**src/verilog/pdcfg_pkg.sv**
```systemverilog
// Purpose: Constants and carrier types for the paged configuration bank
// Assumes: Byte-wide registers, bank nibble plus byte offset addressing
// Notes: Reserved bits are never stored and read back as zero
package pdcfg_pkg;
   // Bank nibble of an access; this value steers into the interface bank
   localparam logic [3:0] BANK_IFACE = 4'h6;

   // General register offsets
   localparam logic [7:0] OFF_IFACE_PTR_LO = 8'h03;
   localparam logic [7:0] OFF_IFACE_PTR_HI = 8'h04;
   localparam logic [7:0] OFF_PAIRING = 8'h05;
   localparam logic [7:0] OFF_ANALOG_PTR = 8'h11;

   // Master page offsets
   localparam logic [7:0] OFF_M1_CORE = 8'h20;
   localparam logic [7:0] OFF_M1_BUF = 8'h21;
   localparam logic [7:0] OFF_M2_CORE = 8'h23;
   localparam logic [7:0] OFF_M2_BUF = 8'h24;
   localparam logic [7:0] OFF_PD_SELECT = 8'h26;
   localparam logic [7:0] OFF_MASK_CTRL = 8'h55;

   // Page pointer values
   localparam logic [15:0] PAGE_MAIN_DIGITAL = 16'h6800;
   localparam logic [15:0] PAGE_IFACE_DIGITAL = 16'h6900;
   localparam logic [15:0] PAGE_IFACE_ANALOG = 16'h6a00;
   localparam logic [7:0] PAGE_MASTER = 8'h80;
   localparam logic [7:0] PAGE_CONVERTER = 8'h0f;

   // Field positions
   localparam int PAIR_BIT = 0;
   localparam int CHOICE_BIT = 5;
   localparam int MASKCTL_BIT = 4;
   localparam int CORE_A_LSB = 4;
   localparam int CORE_B_LSB = 0;
   localparam int BUF_A_LSB = 4;
   localparam int BUF_B_LSB = 6;
   localparam int CORE_W = 4;
   localparam int BUF_W = 2;

   // Reset value and stored-bit mask of buffer registers
   localparam logic [7:0] RST_BYTE = 8'h00;
   localparam logic [7:0] BUF_KEEP = 8'hf0;

   // One register access from the serial front end
   typedef struct packed {
      logic write;
      logic [3:0] bank;
      logic [7:0] offset;
      logic [7:0] wdata;
   } req_t;

   // Power-down fields of one mask
   typedef struct packed {
      logic [3:0] core_a;
      logic [3:0] core_b;
      logic [1:0] buf_a;
      logic [1:0] buf_b;
   } pd_t;
endpackage : pdcfg_pkg

```
**src/verilog/powerdown_mask_select.sv**
```systemverilog
// Purpose: Picks the applied power-down mask
// Assumes: Inputs are registered by the caller
// Notes: Purely combinational; the top registers the result
`timescale 1ns/1ps
module powerdown_mask_select
   import pdcfg_pkg::*;
(
   // Both stored masks
   input wire pd_t mask1,
   input wire pd_t mask2,
   // Controls
   input wire logic mask_choice,
   input wire logic mask_control,
   // Applied fields
   output pd_t applied
);
   // Mask only acts while enabled; choice picks 1 or 2
   always_comb begin
      if (!mask_control) begin
         applied = '0;
      end else if (mask_choice) begin
         applied = mask2;
      end else begin
         applied = mask1;
      end
   end
endmodule : powerdown_mask_select

```
**src/verilog/paged_config_and_powerdown_masks.sv**
```systemverilog
// Purpose: Paged configuration registers, channel pairing and power-down masks
// Assumes: Requests come from serial front-end logic on the same clock
// Notes: Read data and forwarded writes appear one cycle after the request
`timescale 1ns/1ps
// Behaviour
// RULE1: The high byte of the interface page pointer is a read/write register resetting to zero.
// RULE2: Interface pointer values 6800h, 6900h and 6A00h select the three interface-bank pages.
// RULE3: With per-channel programming off, a converter write reaches both channels together.
// RULE4: With per-channel programming on, a write reaches only the selected channel.
// RULE5: The analog page pointer selects master at 80h and converter at 0Fh and resets to zero.
// RULE6: Mask 1 is the master-page pair at 20h and 21h.
// RULE7: Mask 2 is the master-page pair at 23h and 24h with the same layout.
// RULE8: The core register holds channel A in bits 7-4 and channel B in bits 3-0, reset zero.
// RULE9: The buffer register holds channel B in bits 7-6, channel A in 5-4, bits 3-0 write-only.
// RULE10: Bit 5 of master-page 26h decides which mask applies.
// RULE11: Masks take effect only as the mask-control bit at master-page 55h allows.
// RULE12: The low byte of the interface page pointer is a read/write register resetting to zero.
// RULE13: Mask choice 0 applies mask 1 and 1 applies mask 2.
// RULE14: The host writes zero to every reserved bit. The host model passes bits 7-6 of 26h through unchanged.
// RULE15: A paged register is reached only while its page pointer holds that page.
module paged_config_and_powerdown_masks
   import pdcfg_pkg::*;
(
   // Clock and reset
   input wire logic clock,
   input wire logic nrst,
   // Register access
   input wire logic req_valid,
   input wire req_t req,
   output logic rd_valid,
   output logic [7:0] rd_data,
   // Channel choice for per-channel writes
   input wire logic channel_select,
   // Converter page writes towards the channels
   output logic conv_wr_a,
   output logic conv_wr_b,
   // Interface bank writes
   output logic iface_wr,
   output logic [2:0] iface_page,
   // Offset and data of the forwarded write
   output logic [7:0] fwd_offset,
   output logic [7:0] fwd_wdata,
   // Applied power-down fields
   output pd_t pd_applied
);
   // True for a general register, reachable from any page
   function automatic logic is_general(input logic [7:0] off);
      return off == OFF_IFACE_PTR_LO || off == OFF_IFACE_PTR_HI ||
             off == OFF_PAIRING || off == OFF_ANALOG_PTR;
   endfunction : is_general

   // Outside the interface bank at the given offset
   function automatic logic hit(input req_t r, input logic [7:0] off);
      return r.bank != BANK_IFACE && r.offset == off;
   endfunction : hit

   // Page pointer decode: main digital, interface digital, interface analog
   function automatic logic [2:0] page_onehot(input logic [15:0] ptr);
      return {ptr == PAGE_IFACE_ANALOG, ptr == PAGE_IFACE_DIGITAL,
              ptr == PAGE_MAIN_DIGITAL};
   endfunction : page_onehot

   logic [7:0] ptr_hi_ff, nxt_ptr_hi;
   logic [7:0] ptr_lo_ff, nxt_ptr_lo;
   logic pairing_ff, nxt_pairing;
   logic [7:0] analog_ptr_ff, nxt_analog_ptr;
   logic [7:0] m1_core_ff, nxt_m1_core;
   logic [7:0] m1_buf_ff, nxt_m1_buf;
   logic [7:0] m2_core_ff, nxt_m2_core;
   logic [7:0] m2_buf_ff, nxt_m2_buf;
   logic choice_ff, nxt_choice;
   logic maskctl_ff, nxt_maskctl;
   logic rd_valid_ff, nxt_rd_valid;
   logic [7:0] rd_data_ff, nxt_rd_data;
   logic conv_wr_a_ff, nxt_conv_wr_a;
   logic conv_wr_b_ff, nxt_conv_wr_b;
   logic iface_wr_ff, nxt_iface_wr;
   logic [2:0] iface_page_ff, nxt_iface_page;
   logic [7:0] fwd_offset_ff, nxt_fwd_offset;
   logic [7:0] fwd_wdata_ff, nxt_fwd_wdata;
   pd_t pd_ff, nxt_pd;
   pd_t mask1, mask2;
   logic wr, master, conv_hit, iface_hit;

   // Access qualifiers
   assign wr = req_valid && req.write;
   assign master = analog_ptr_ff == PAGE_MASTER; // [RULE5] [RULE15]
   assign conv_hit = wr && req.bank != BANK_IFACE && !is_general(req.offset) &&
                     analog_ptr_ff == PAGE_CONVERTER; // [RULE5] [RULE15]
   assign iface_hit = wr && req.bank == BANK_IFACE &&
                      |page_onehot({ptr_hi_ff, ptr_lo_ff}); // [RULE2] [RULE15]

   // Register writes
   always_comb begin
      nxt_ptr_hi = ptr_hi_ff;
      nxt_ptr_lo = ptr_lo_ff;
      nxt_pairing = pairing_ff;
      nxt_analog_ptr = analog_ptr_ff;
      nxt_m1_core = m1_core_ff;
      nxt_m1_buf = m1_buf_ff;
      nxt_m2_core = m2_core_ff;
      nxt_m2_buf = m2_buf_ff;
      nxt_choice = choice_ff;
      nxt_maskctl = maskctl_ff;
      if (wr && hit(req, OFF_IFACE_PTR_HI)) begin
         nxt_ptr_hi = req.wdata; // [RULE1]
      end
      if (wr && hit(req, OFF_IFACE_PTR_LO)) begin
         nxt_ptr_lo = req.wdata; // [RULE12]
      end
      if (wr && hit(req, OFF_PAIRING)) begin
         nxt_pairing = req.wdata[PAIR_BIT];
      end
      if (wr && hit(req, OFF_ANALOG_PTR)) begin
         nxt_analog_ptr = req.wdata; // [RULE5]
      end
      if (wr && master) begin
         if (hit(req, OFF_M1_CORE)) nxt_m1_core = req.wdata; // [RULE6] [RULE8]
         if (hit(req, OFF_M1_BUF)) nxt_m1_buf = req.wdata & BUF_KEEP; // [RULE6] [RULE9]
         if (hit(req, OFF_M2_CORE)) nxt_m2_core = req.wdata; // [RULE7] [RULE8]
         if (hit(req, OFF_M2_BUF)) nxt_m2_buf = req.wdata & BUF_KEEP; // [RULE7] [RULE9]
         if (hit(req, OFF_PD_SELECT)) nxt_choice = req.wdata[CHOICE_BIT]; // [RULE10]
         if (hit(req, OFF_MASK_CTRL)) nxt_maskctl = req.wdata[MASKCTL_BIT]; // [RULE11]
      end
   end

   // Read back; write-only bits and unmapped offsets read zero
   always_comb begin
      nxt_rd_valid = req_valid && !req.write;
      nxt_rd_data = RST_BYTE;
      if (req_valid && !req.write && req.bank != BANK_IFACE) begin
         case (req.offset)
            OFF_IFACE_PTR_LO: nxt_rd_data = ptr_lo_ff;
            OFF_IFACE_PTR_HI: nxt_rd_data = ptr_hi_ff;
            OFF_PAIRING: nxt_rd_data[PAIR_BIT] = pairing_ff;
            OFF_ANALOG_PTR: nxt_rd_data = analog_ptr_ff;
            OFF_M1_CORE: nxt_rd_data = master ? m1_core_ff : RST_BYTE;
            OFF_M1_BUF: nxt_rd_data = master ? m1_buf_ff : RST_BYTE;
            OFF_M2_CORE: nxt_rd_data = master ? m2_core_ff : RST_BYTE;
            OFF_M2_BUF: nxt_rd_data = master ? m2_buf_ff : RST_BYTE;
            OFF_PD_SELECT: nxt_rd_data[CHOICE_BIT] = master && choice_ff;
            OFF_MASK_CTRL: nxt_rd_data[MASKCTL_BIT] = master && maskctl_ff;
            default: nxt_rd_data = RST_BYTE;
         endcase
      end
   end

   // Forwarded writes to the channels and the interface bank
   always_comb begin
      nxt_conv_wr_a = conv_hit && (!pairing_ff || !channel_select); // [RULE3] [RULE4]
      nxt_conv_wr_b = conv_hit && (!pairing_ff || channel_select); // [RULE3] [RULE4]
      nxt_iface_wr = iface_hit; // [RULE2]
      nxt_iface_page = page_onehot({ptr_hi_ff, ptr_lo_ff}); // [RULE2]
      nxt_fwd_offset = fwd_offset_ff;
      nxt_fwd_wdata = fwd_wdata_ff;
      if (conv_hit || iface_hit) begin
         nxt_fwd_offset = req.offset;
         nxt_fwd_wdata = req.wdata;
      end
   end

   // Mask field unpacking
   assign mask1 = '{core_a: m1_core_ff[CORE_A_LSB +: CORE_W], // [RULE8]
                    core_b: m1_core_ff[CORE_B_LSB +: CORE_W],
                    buf_a: m1_buf_ff[BUF_A_LSB +: BUF_W], // [RULE9]
                    buf_b: m1_buf_ff[BUF_B_LSB +: BUF_W]};
   assign mask2 = '{core_a: m2_core_ff[CORE_A_LSB +: CORE_W],
                    core_b: m2_core_ff[CORE_B_LSB +: CORE_W],
                    buf_a: m2_buf_ff[BUF_A_LSB +: BUF_W],
                    buf_b: m2_buf_ff[BUF_B_LSB +: BUF_W]};

   // Applied mask selection
   powerdown_mask_select u_sel (
      .mask1(mask1),
      .mask2(mask2),
      .mask_choice(choice_ff), // [RULE10] [RULE13]
      .mask_control(maskctl_ff), // [RULE11]
      .applied(nxt_pd)
   );

   // State registers
   always_ff @(posedge clock or negedge nrst) begin
      if (!nrst) begin
         ptr_hi_ff <= RST_BYTE;
         ptr_lo_ff <= RST_BYTE;
         pairing_ff <= 1'b0;
         analog_ptr_ff <= RST_BYTE;
         m1_core_ff <= RST_BYTE;
         m1_buf_ff <= RST_BYTE;
         m2_core_ff <= RST_BYTE;
         m2_buf_ff <= RST_BYTE;
         choice_ff <= 1'b0;
         maskctl_ff <= 1'b0;
         rd_valid_ff <= 1'b0;
         rd_data_ff <= RST_BYTE;
         conv_wr_a_ff <= 1'b0;
         conv_wr_b_ff <= 1'b0;
         iface_wr_ff <= 1'b0;
         iface_page_ff <= 3'h0;
         fwd_offset_ff <= RST_BYTE;
         fwd_wdata_ff <= RST_BYTE;
         pd_ff <= '0;
      end else begin
         ptr_hi_ff <= nxt_ptr_hi;
         ptr_lo_ff <= nxt_ptr_lo;
         pairing_ff <= nxt_pairing;
         analog_ptr_ff <= nxt_analog_ptr;
         m1_core_ff <= nxt_m1_core;
         m1_buf_ff <= nxt_m1_buf;
         m2_core_ff <= nxt_m2_core;
         m2_buf_ff <= nxt_m2_buf;
         choice_ff <= nxt_choice;
         maskctl_ff <= nxt_maskctl;
         rd_valid_ff <= nxt_rd_valid;
         rd_data_ff <= nxt_rd_data;
         conv_wr_a_ff <= nxt_conv_wr_a;
         conv_wr_b_ff <= nxt_conv_wr_b;
         iface_wr_ff <= nxt_iface_wr;
         iface_page_ff <= nxt_iface_page;
         fwd_offset_ff <= nxt_fwd_offset;
         fwd_wdata_ff <= nxt_fwd_wdata;
         pd_ff <= nxt_pd;
      end
   end

   // Outputs straight from flops
   assign rd_valid = rd_valid_ff;
   assign rd_data = rd_data_ff;
   assign conv_wr_a = conv_wr_a_ff;
   assign conv_wr_b = conv_wr_b_ff;
   assign iface_wr = iface_wr_ff;
   assign iface_page = iface_page_ff;
   assign fwd_offset = fwd_offset_ff;
   assign fwd_wdata = fwd_wdata_ff;
   assign pd_applied = pd_ff;
endmodule : paged_config_and_powerdown_masks

```
**config.mk**
```make
export PLATFORM = sky130hd
export DESIGN_NAME = paged_config_and_powerdown_masks
export DESIGN_NICKNAME = d
export VERILOG_FILES = /design/src/verilog/pdcfg_pkg.sv /design/src/verilog/powerdown_mask_select.sv /design/src/verilog/paged_config_and_powerdown_masks.sv
export SDC_FILE = /design/constraint.sdc
export NUM_CORES = 1
export LEC_CHECK = 0
export BUFFER_PORTS_ARGS = -buffer_cell sky130_fd_sc_hd__buf_2
export CAP_MARGIN = 20
export CORE_UTILIZATION = 40
export CTS_CLUSTER_SIZE = 14
export DETAILED_ROUTE_END_ITERATION = 8
export GPL_ROUTABILITY_DRIVEN = 1
export PLACE_DENSITY = 0.65
export SLEW_MARGIN = 20
export SYNTH_ARGS = -nofsm -noshare
export SYNTH_HDL_FRONTEND = slang
export SYNTH_HIERARCHICAL = 1
export SYNTH_SLANG_ARGS = --single-unit
```
**constraint.sdc**
```tcl
create_clock -name clock -period 5 [get_ports clock]
set_input_delay 0.25 -clock clock [delete_from_list [all_inputs] [get_ports clock]]
set_output_delay 0.25 -clock clock [all_outputs]
set_load 0.01 [all_outputs]
```
==> impl_metrics.env, run 1 <==
export IMPL_slowest_delay_ps=710
export IMPL_rrSetupSlack_ps=2760
export IMPL_drc=0
export IMPL_cts_inserted_buffers=9
export IMPL_dp_hpwl_um=7310
export IMPL_intPower_w=0.00102
export IMPL_p_comb_share_pct=5.9
export IMPL_num_rows=37
export IMPL_die_x_um=107
export IMPL_worstMarginPinSlew_ps=856
export IMPL_tritoncts="done"
export IMPL_drv_slew=0
export IMPL_status="finished, final reports clean"
export IMPL_ys_seq_area_share_pct=53.8
export IMPL_syn_avg_cell_area_um2=13.1
export IMPL_max_vdd_ir_drop_mv=0.105
export IMPL_wl_per_cell_um=18.6
export IMPL_syn2layout_area_growth_pct=14.7
export IMPL_final_cell_mix="dfrtp_1, buf_2, mux2_2"
export IMPL_antenna_found_initial=0
export IMPL_die_h_um=107
export IMPL_layout_commonest_cell="dfrtp_1"
export IMPL_ant_nets=0
export IMPL_slew_headroom_pct=42.7
export IMPL_n_antenna_cell=0
export IMPL_worst_hold_path_type="input port to flop"
export IMPL_r2r_start="ptr_lo_ff[5]"
export IMPL_drive_above_1_share_pct=40.3
export IMPL_min_from="channel_select"
export IMPL_fin_util_pct=47.9
export IMPL_gp_congestion=0.861
export IMPL_worst_path_max_delay_cell="a41oi_4"
export IMPL_ys_warn_count=6
export IMPL_end_kind="flop"
export IMPL_syn_area_um2=4370
export IMPL_firstDrtPassIters=5
export IMPL_first_global_vias=3056
export IMPL_grt_util_all_layers_pct=18.8
export IMPL_fmax_mhz=446
export IMPL_hold_end="conv_wr_a"
export IMPL_max_cap_viol_count=0
export IMPL_cts_buffer_depth=2
export IMPL_crit_family="compound AO/OA/AOI/OAI gates"
export IMPL_h_tree_depth=3
export IMPL_period_needed_ps=2240
export IMPL_synth_cells=334
export IMPL_min_path_cells=2
export IMPL_power_density_nw_per_um2=269
export IMPL_cts_setup_buffers=0
export IMPL_cp_required_ps=5260
export IMPL_power_switching_w=0.000327
export IMPL_clk_pin_slew_worst_paths_ps=80
export IMPL_rsz0062_at_grt="no"
export IMPL_arrival_ps=2500
export IMPL_timing_rr_end="fwd_wdata[1]"
export IMPL_postSynthRegisterBits=94
export IMPL_nets=424
export IMPL_rr_worst_depth=5
export IMPL_cp_num_buf_inv=0
export IMPL_worstPathCellList="and4bb_2 > nand4_1 > a2111oi_4 > a41oi_4 > mux2_2"
export IMPL_crit_type="flop to flop"
export IMPL_clkSinkCount=94
export IMPL_power_frac_seq_pct=57.2
export IMPL_hold_viol=0
export IMPL_finalCritPeriodShare_pct=44.8
export IMPL_synth_fp_nets=359
export IMPL_clockRootBuffer="clkbuf_8"
export IMPL_skew_ps=7.77
export IMPL_core_um2=10500
export IMPL_setup_viol_count_final=0
export IMPL_clockPowerShare_pct=36.9
export IMPL_finalWirelength_um=10100
export IMPL_grt_overflow=0
export IMPL_drt_initial_drc_count=168
export IMPL_path_max_fanout=16
export IMPL_via_per_inst=5.54
export IMPL_die_area_um2=11400
export IMPL_switching_share_pct=24.2
export IMPL_ys_types=49
export IMPL_clk_latency_ps=370
export IMPL_critPathLaunchType="flop"
export IMPL_grt_max_degree=64
export IMPL_numPortBuffers=67
export IMPL_tns_ps=0
export IMPL_grt_pass1_wl_um=16100
export IMPL_vias=2994
export IMPL_p_leak_nw=2.40
export IMPL_start_util_pct=41.8
export IMPL_io_pins=68
per-layer routing:
layer / up-vias / part of all wire (%) / global-route usage [%]
met5: - / 0 / 0
met4: 0 / 1.9 / 9.30
met3: 13 / 5.2 / 2.82
met2: 84 / 50 / 31.0
met1: 1513 / 43 / 24.2
li1: 1384 / - / -
cell usage after synthesis, drive strengths merged:
library cell,instances,area [um2]
inv,2,7.51
o32ai,1,8.76
nor2b,19,119
nand2,11,48.8
and3,2,12.5
a222oi,4,40.0
and4bb,2,25.0
a22o,4,35.0
dfrtp,94,2350
a31oi,2,12.5
nand3b,1,7.51
a221oi,1,8.76
nor4bb,1,10.0
a221o,1,10.0
a211oi,1,7.51
nand4,4,25.0
nor3,9,55.1
mux2i,16,160
a32o,3,30.0
buf,11,66.3
o211ai,2,15.0
clkbuf,4,15.0
or4,1,7.51
nand4bb,1,11.3
mux2,68,803
nor2,8,30.0
o21ai,11,55.1
nor4,7,58.8
nand2b,6,37.5
a2111oi,1,27.5
nor4b,3,26.3
a22oi,6,45.0
a32oi,1,8.76
nand3,6,30.0
a21oi,6,30.0
or4b,1,10.0
and3b,1,8.76
nor3b,7,57.6
and2,3,18.8
a41oi,1,27.5
o21a,1,7.51
how the worst max path moves through the flow:
stage / startpoint / end / slack [ps] / depth (start not counted)
3_5_place_dp: req[9] / fwd_wdata[3] / 2420 / 6
4_1_cts: analog_ptr_ff[0] / m2_buf_ff[7] / 2760 / 4
6_report: ptr_lo_ff[5] / fwd_wdata[1] / 2760 / 5
3_3_place_gp: req[9] / fwd_wdata[0] / 2520 / 6
2_1_floorplan: ptr_lo_ff[4] / fwd_offset[0] / 3060 / 6
5_1_grt: ptr_lo_ff[2] / fwd_offset[2] / 2600 / 5
power groups by stage:
stage	sequential (W)	combinational [W]	clock, W
6_report	0.000772	0.0000799	0.000498
5_1_grt	0.000773	0.0000892	0.000539
4_1_cts	0.000772	0.0000809	0.000512
3_5_place_dp	0.000787	0.0000801	0
3_3_place_gp	0.000787	0.0000786	0
2_1_floorplan	0.000786	0.0000360	0
what timing repair did:
action / CTS / global route
hold endpoints to repair: 31 / 0
hold buffers: 1 / 0
resized for setup: 0 / 0
endpoints found under the setup margin: 0 / 0
cells by family (layout without fill, tap and decap cells):
group,Yosys count,after routing,synth area share (%)
compound gates,46,46,8.44
mux,84,84,22.0
buf+inv,17,87,2.03
simple gates,93,93,13.7
flops,94,94,53.8
worst register-to-register path: stages (launching register included):
cell and delay [ps]:
dfrtp_1 410, and4bb_2 270, nand4_1 230, a2111oi_4 100
a41oi_4 710, mux2_2 410
through the flow:
stage | instance area [um2] | cells | setup WS, ps | hold slack, ps | power [W]
finish | 5010 | 540 | 2760 | 70.5 | 0.00135
global route | 5010 | 540 | 2600 | 68.7 | 0.00140
CTS | 5010 | 540 | 2760 | 57.6 | 0.00137
detailed placement | 4810 | 523 | 2420 | 204 | 0.000867
global placement | 4810 | 523 | 2520 | 203 | 0.000866
floorplan | 4370 | 334 | 3060 | -45.6 | 0.000822
registers in the layout, summed over array words and instances, names as in the netlist, 4 cells and up:
signal         flops
ptr_lo_ff          8
m1_core_ff         8
m2_core_ff         8
pd_applied        12
m1_buf_ff          4
analog_ptr_ff      8
rd_data            8
ptr_hi_ff          8
fwd_offset         8
m2_buf_ff          4
fwd_wdata          8
cell type report:
type / count / area [um2]
Inverter: 2 / 7.51
Fill cell: 951 / 5450
Multi-Input combinational cell: 223 / 1930
Timing Repair Buffer: 69 / 355
Tap cell: 136 / 170
Sequential cell: 94 / 2350
Clock inverter: 7 / 73.8
Clock buffer: 9 / 124
No activity file was read; power rests on OpenSTA's default activity.
==> inputs of run 2 (changes only) <==
Settings changed: ABC_AREA set to 1.
Clock period 5 ns to 2.4 ns, I/O delays scaled along.
==> run 2 against run 1 <==
Hold slack worse by 60 ps. Combinational power up 140%. Fmax up 23%. Clock-buffer cell count up 4. Routed wire length up 2.2%. Clock power up 96%. Via count up 27%. Cell area up 2.7%. Non-clock buffer count up 16. Critical path depth up 4. Sequential share of layout area down 1.3 points. Clock skew up 1.7 ps. Critical path type unchanged. Largest cell class unchanged. Highest routed layer unchanged.
==> impl_metrics.env, run 2 <==
export IMPL_power_density_nw_per_um2=542
export IMPL_p_leak_nw=2.63
export IMPL_clkSinkCount=94
export IMPL_wl_per_cell_um=13.2
export IMPL_end_kind="flop"
export IMPL_finalWirelength_um=10300
export IMPL_io_pins=68
export IMPL_drc=0
export IMPL_gp_congestion=0.873
export IMPL_clockRootBuffer="clkbuf_8"
export IMPL_first_global_vias=3682
export IMPL_yosysTopAreaCell="dfrtp_1"
export IMPL_hold_viol=0
export IMPL_power_frac_seq_pct=58.1
export IMPL_synth_most_common_cell="nand2_1"
export IMPL_slowest_delay_ps=410
export IMPL_largest_register_ffs=12
export IMPL_max_cap_viol_count=0
export IMPL_skew_ps=9.52
export IMPL_critPathLaunchType="flop"
export IMPL_ys_types=20
export IMPL_synth_async_sr_flop_share_pct=100
export IMPL_via_per_inst=4.88
export IMPL_yosysTopAreaCellShare_pct=53.6
export IMPL_ys_top_cells_by_area="dfrtp_1, nand2_1, nor2_1, nand3_1, inv_1"
export IMPL_drt_initial_drc_count=166
export IMPL_path_max_fanout=18
export IMPL_final_cell_mix="nand2_1, dfrtp_1, nor2_1"
export IMPL_cts_buffer_depth=2
export IMPL_fillCellCount=1050
export IMPL_cpMostUsedCell="nand2_1"
export IMPL_syn2layout_area_growth_pct=17.5
export IMPL_syn_area_um2=4390
export IMPL_nets=662
export IMPL_cts_inserted_buffers=9
export IMPL_ant_nets=0
export IMPL_arrival_ps=2120
export IMPL_grt_overflow=0
export IMPL_period_needed_ps=1820
export IMPL_register_area_um2=2350
export IMPL_worstPathCellList="nor2_1 > nand2_1 > nor2_1 > nand2_1 > nand3_1 > nand2_2 > nand2_4 > nand2_1 > nand2_1"
export IMPL_crit_type="flop to flop"
export IMPL_rsz0062_at_grt="no"
export IMPL_max_vdd_ir_drop_mv=0.282
export IMPL_drive_above_1_share_pct=17.4
export IMPL_setup_viol_count_final=0
export IMPL_firstDrtPassIters=4
export IMPL_drv_slew=0
export IMPL_n_antenna_cell=0
export IMPL_finalCritPeriodShare_pct=75.9
export IMPL_die_area_um2=11400
export IMPL_worst_hold_path_type="input port to flop"
export IMPL_p_comb_share_pct=6.9
export IMPL_place_area_um2=4820
export IMPL_synth_fp_nets=579
export IMPL_multi_input_area_um2=1760
export IMPL_layout_commonest_cell="nand2_1"
export IMPL_synth_cells=554
export IMPL_final_area_um2=5150
export IMPL_worst_path_max_delay_cell="dfrtp_1"
export IMPL_synth_ff_type="dfrtp_1"
export IMPL_clk_pin_slew_worst_paths_ps=80
export IMPL_switching_share_pct=24.6
export IMPL_dp_hpwl_um=7420
export IMPL_slew_headroom_pct=59.0
export IMPL_yosys_top_cells_count="nand2_1, dfrtp_1, nor2_1"
export IMPL_grt_util_all_layers_pct=19.4
export IMPL_power_switching_w=0.000685
export IMPL_ys_warn_count=6
export IMPL_tritoncts="done"
export IMPL_antenna_found_initial=0
export IMPL_status="finished, final reports clean"
export IMPL_num_rows=37
export IMPL_fin_util_pct=49.2
export IMPL_h_tree_depth=3
export IMPL_fmax_mhz=549
export IMPL_intPower_w=0.00211
export IMPL_clk_latency_ps=370
export IMPL_core_um2=10500
export IMPL_numPortBuffers=67
export IMPL_tns_ps=0
export IMPL_cp_required_ps=2700
export IMPL_grt_pass1_wl_um=17400
export IMPL_vias=3796
export IMPL_die_x_um=107
export IMPL_syn_avg_cell_area_um2=7.92
export IMPL_clockPowerShare_pct=35.0
export IMPL_worstMarginPinSlew_ps=615
export IMPL_start_util_pct=41.9
export IMPL_rrSetupSlack_ps=580
export IMPL_postSynthRegisterBits=94
export IMPL_die_h_um=107
export IMPL_ys_seq_area_share_pct=53.6
export IMPL_grt_max_degree=49
export IMPL_synth_edf_count=0
-- run 2: cell types whose count changed in the layout (fill, tap and decap cells not counted), sizes merged, moves of 9 or more --
cell | before | now
dlygate4sd3 | 1 | 15
a21oi | 6 | 15
nand2 | 11 | 205
nor2 | 8 | 86
inv | 3 | 46
mux2 | 68 | 0
o21ai | 11 | 53
nor3 | 9 | 0
nor2b | 19 | 0
nand3 | 6 | 41
mux2i | 16 | 0
-- run 2: power by group through the flow --
| stage | Clock [W] | Combinational [W] | Sequential [W] |
|---|---|---|---|
| after floorplan | 0 | 0.0000720 | 0.00166 |
| after global placement | 0 | 0.000174 | 0.00165 |
| after detailed placement | 0 | 0.000178 | 0.00165 |
| after CTS | 0.000985 | 0.000197 | 0.00162 |
| after global routing | 0.00106 | 0.000219 | 0.00162 |
| final | 0.000978 | 0.000193 | 0.00162 |
-- run 2: metrics by stage --
stage	power [W]	hold WS, ps	std cells	worst slack, ps
floorplan	0.00173	-176	554	945
detailed placement	0.00183	176	747	627
CTS	0.00280	2.56	778	602
finish	0.00279	10.7	778	579
global placement	0.00182	171	747	689
global route	0.00290	23.6	778	374
-- run 2: area by class of cell --
type                       instances  area share [%]
sequential                        94            45.7
multi-input combinational        401            34.1
timing repair buffer              85            10.2
inverter                          46            3.35
tap                              136            3.30
clock buffer                      13            3.08
clock inverter                     3           0.364
-- run 2: path summary, 6_finish.rpt --
| kind | from | end | depth (start not counted) |
|---|---|---|---|
| max | ptr_lo_ff[1] | fwd_offset[4] | 9 |
| max reg2reg | ptr_lo_ff[1] | fwd_offset[4] | 9 |
| max in group asynchronous | nrst | m1_buf_ff[7] | 3 |
| min | req[12] | fwd_offset[4] | 3 |
| min reg2reg | pairing_ff | conv_wr_a | 1 |
| min in group asynchronous | nrst | iface_page[2] | 2 |
-- run 2: critical path, delay by kind of cell (launching register included) --
family           cells  cell delay [ps]
and+or+nand+nor      9             1340
DFF                  1              410
-- run 2: cell families after synthesis --
logic type | share of synthesized area [%]
and+or+nand+nor | 32.0
DFF | 53.6
AOI/OAI and AO/OA | 8.10
buffers and inverters | 6.31
-- run 2: what timing repair did --
action	4_1_cts	5_1_grt
hold buffers	15	0
endpoints found under the hold margin	60	0
buffers inserted	0	0
resized for setup	0	0
-- run 2: per-layer routing --
layer	GRT usage, %	up-vias	share of wire (%)
li1	-	1897	-
met1	24.7	1806	45
met2	32.4	83	48
met3	4.62	10	4.5
met4	6.56	0	1.6
met5	0	-	0
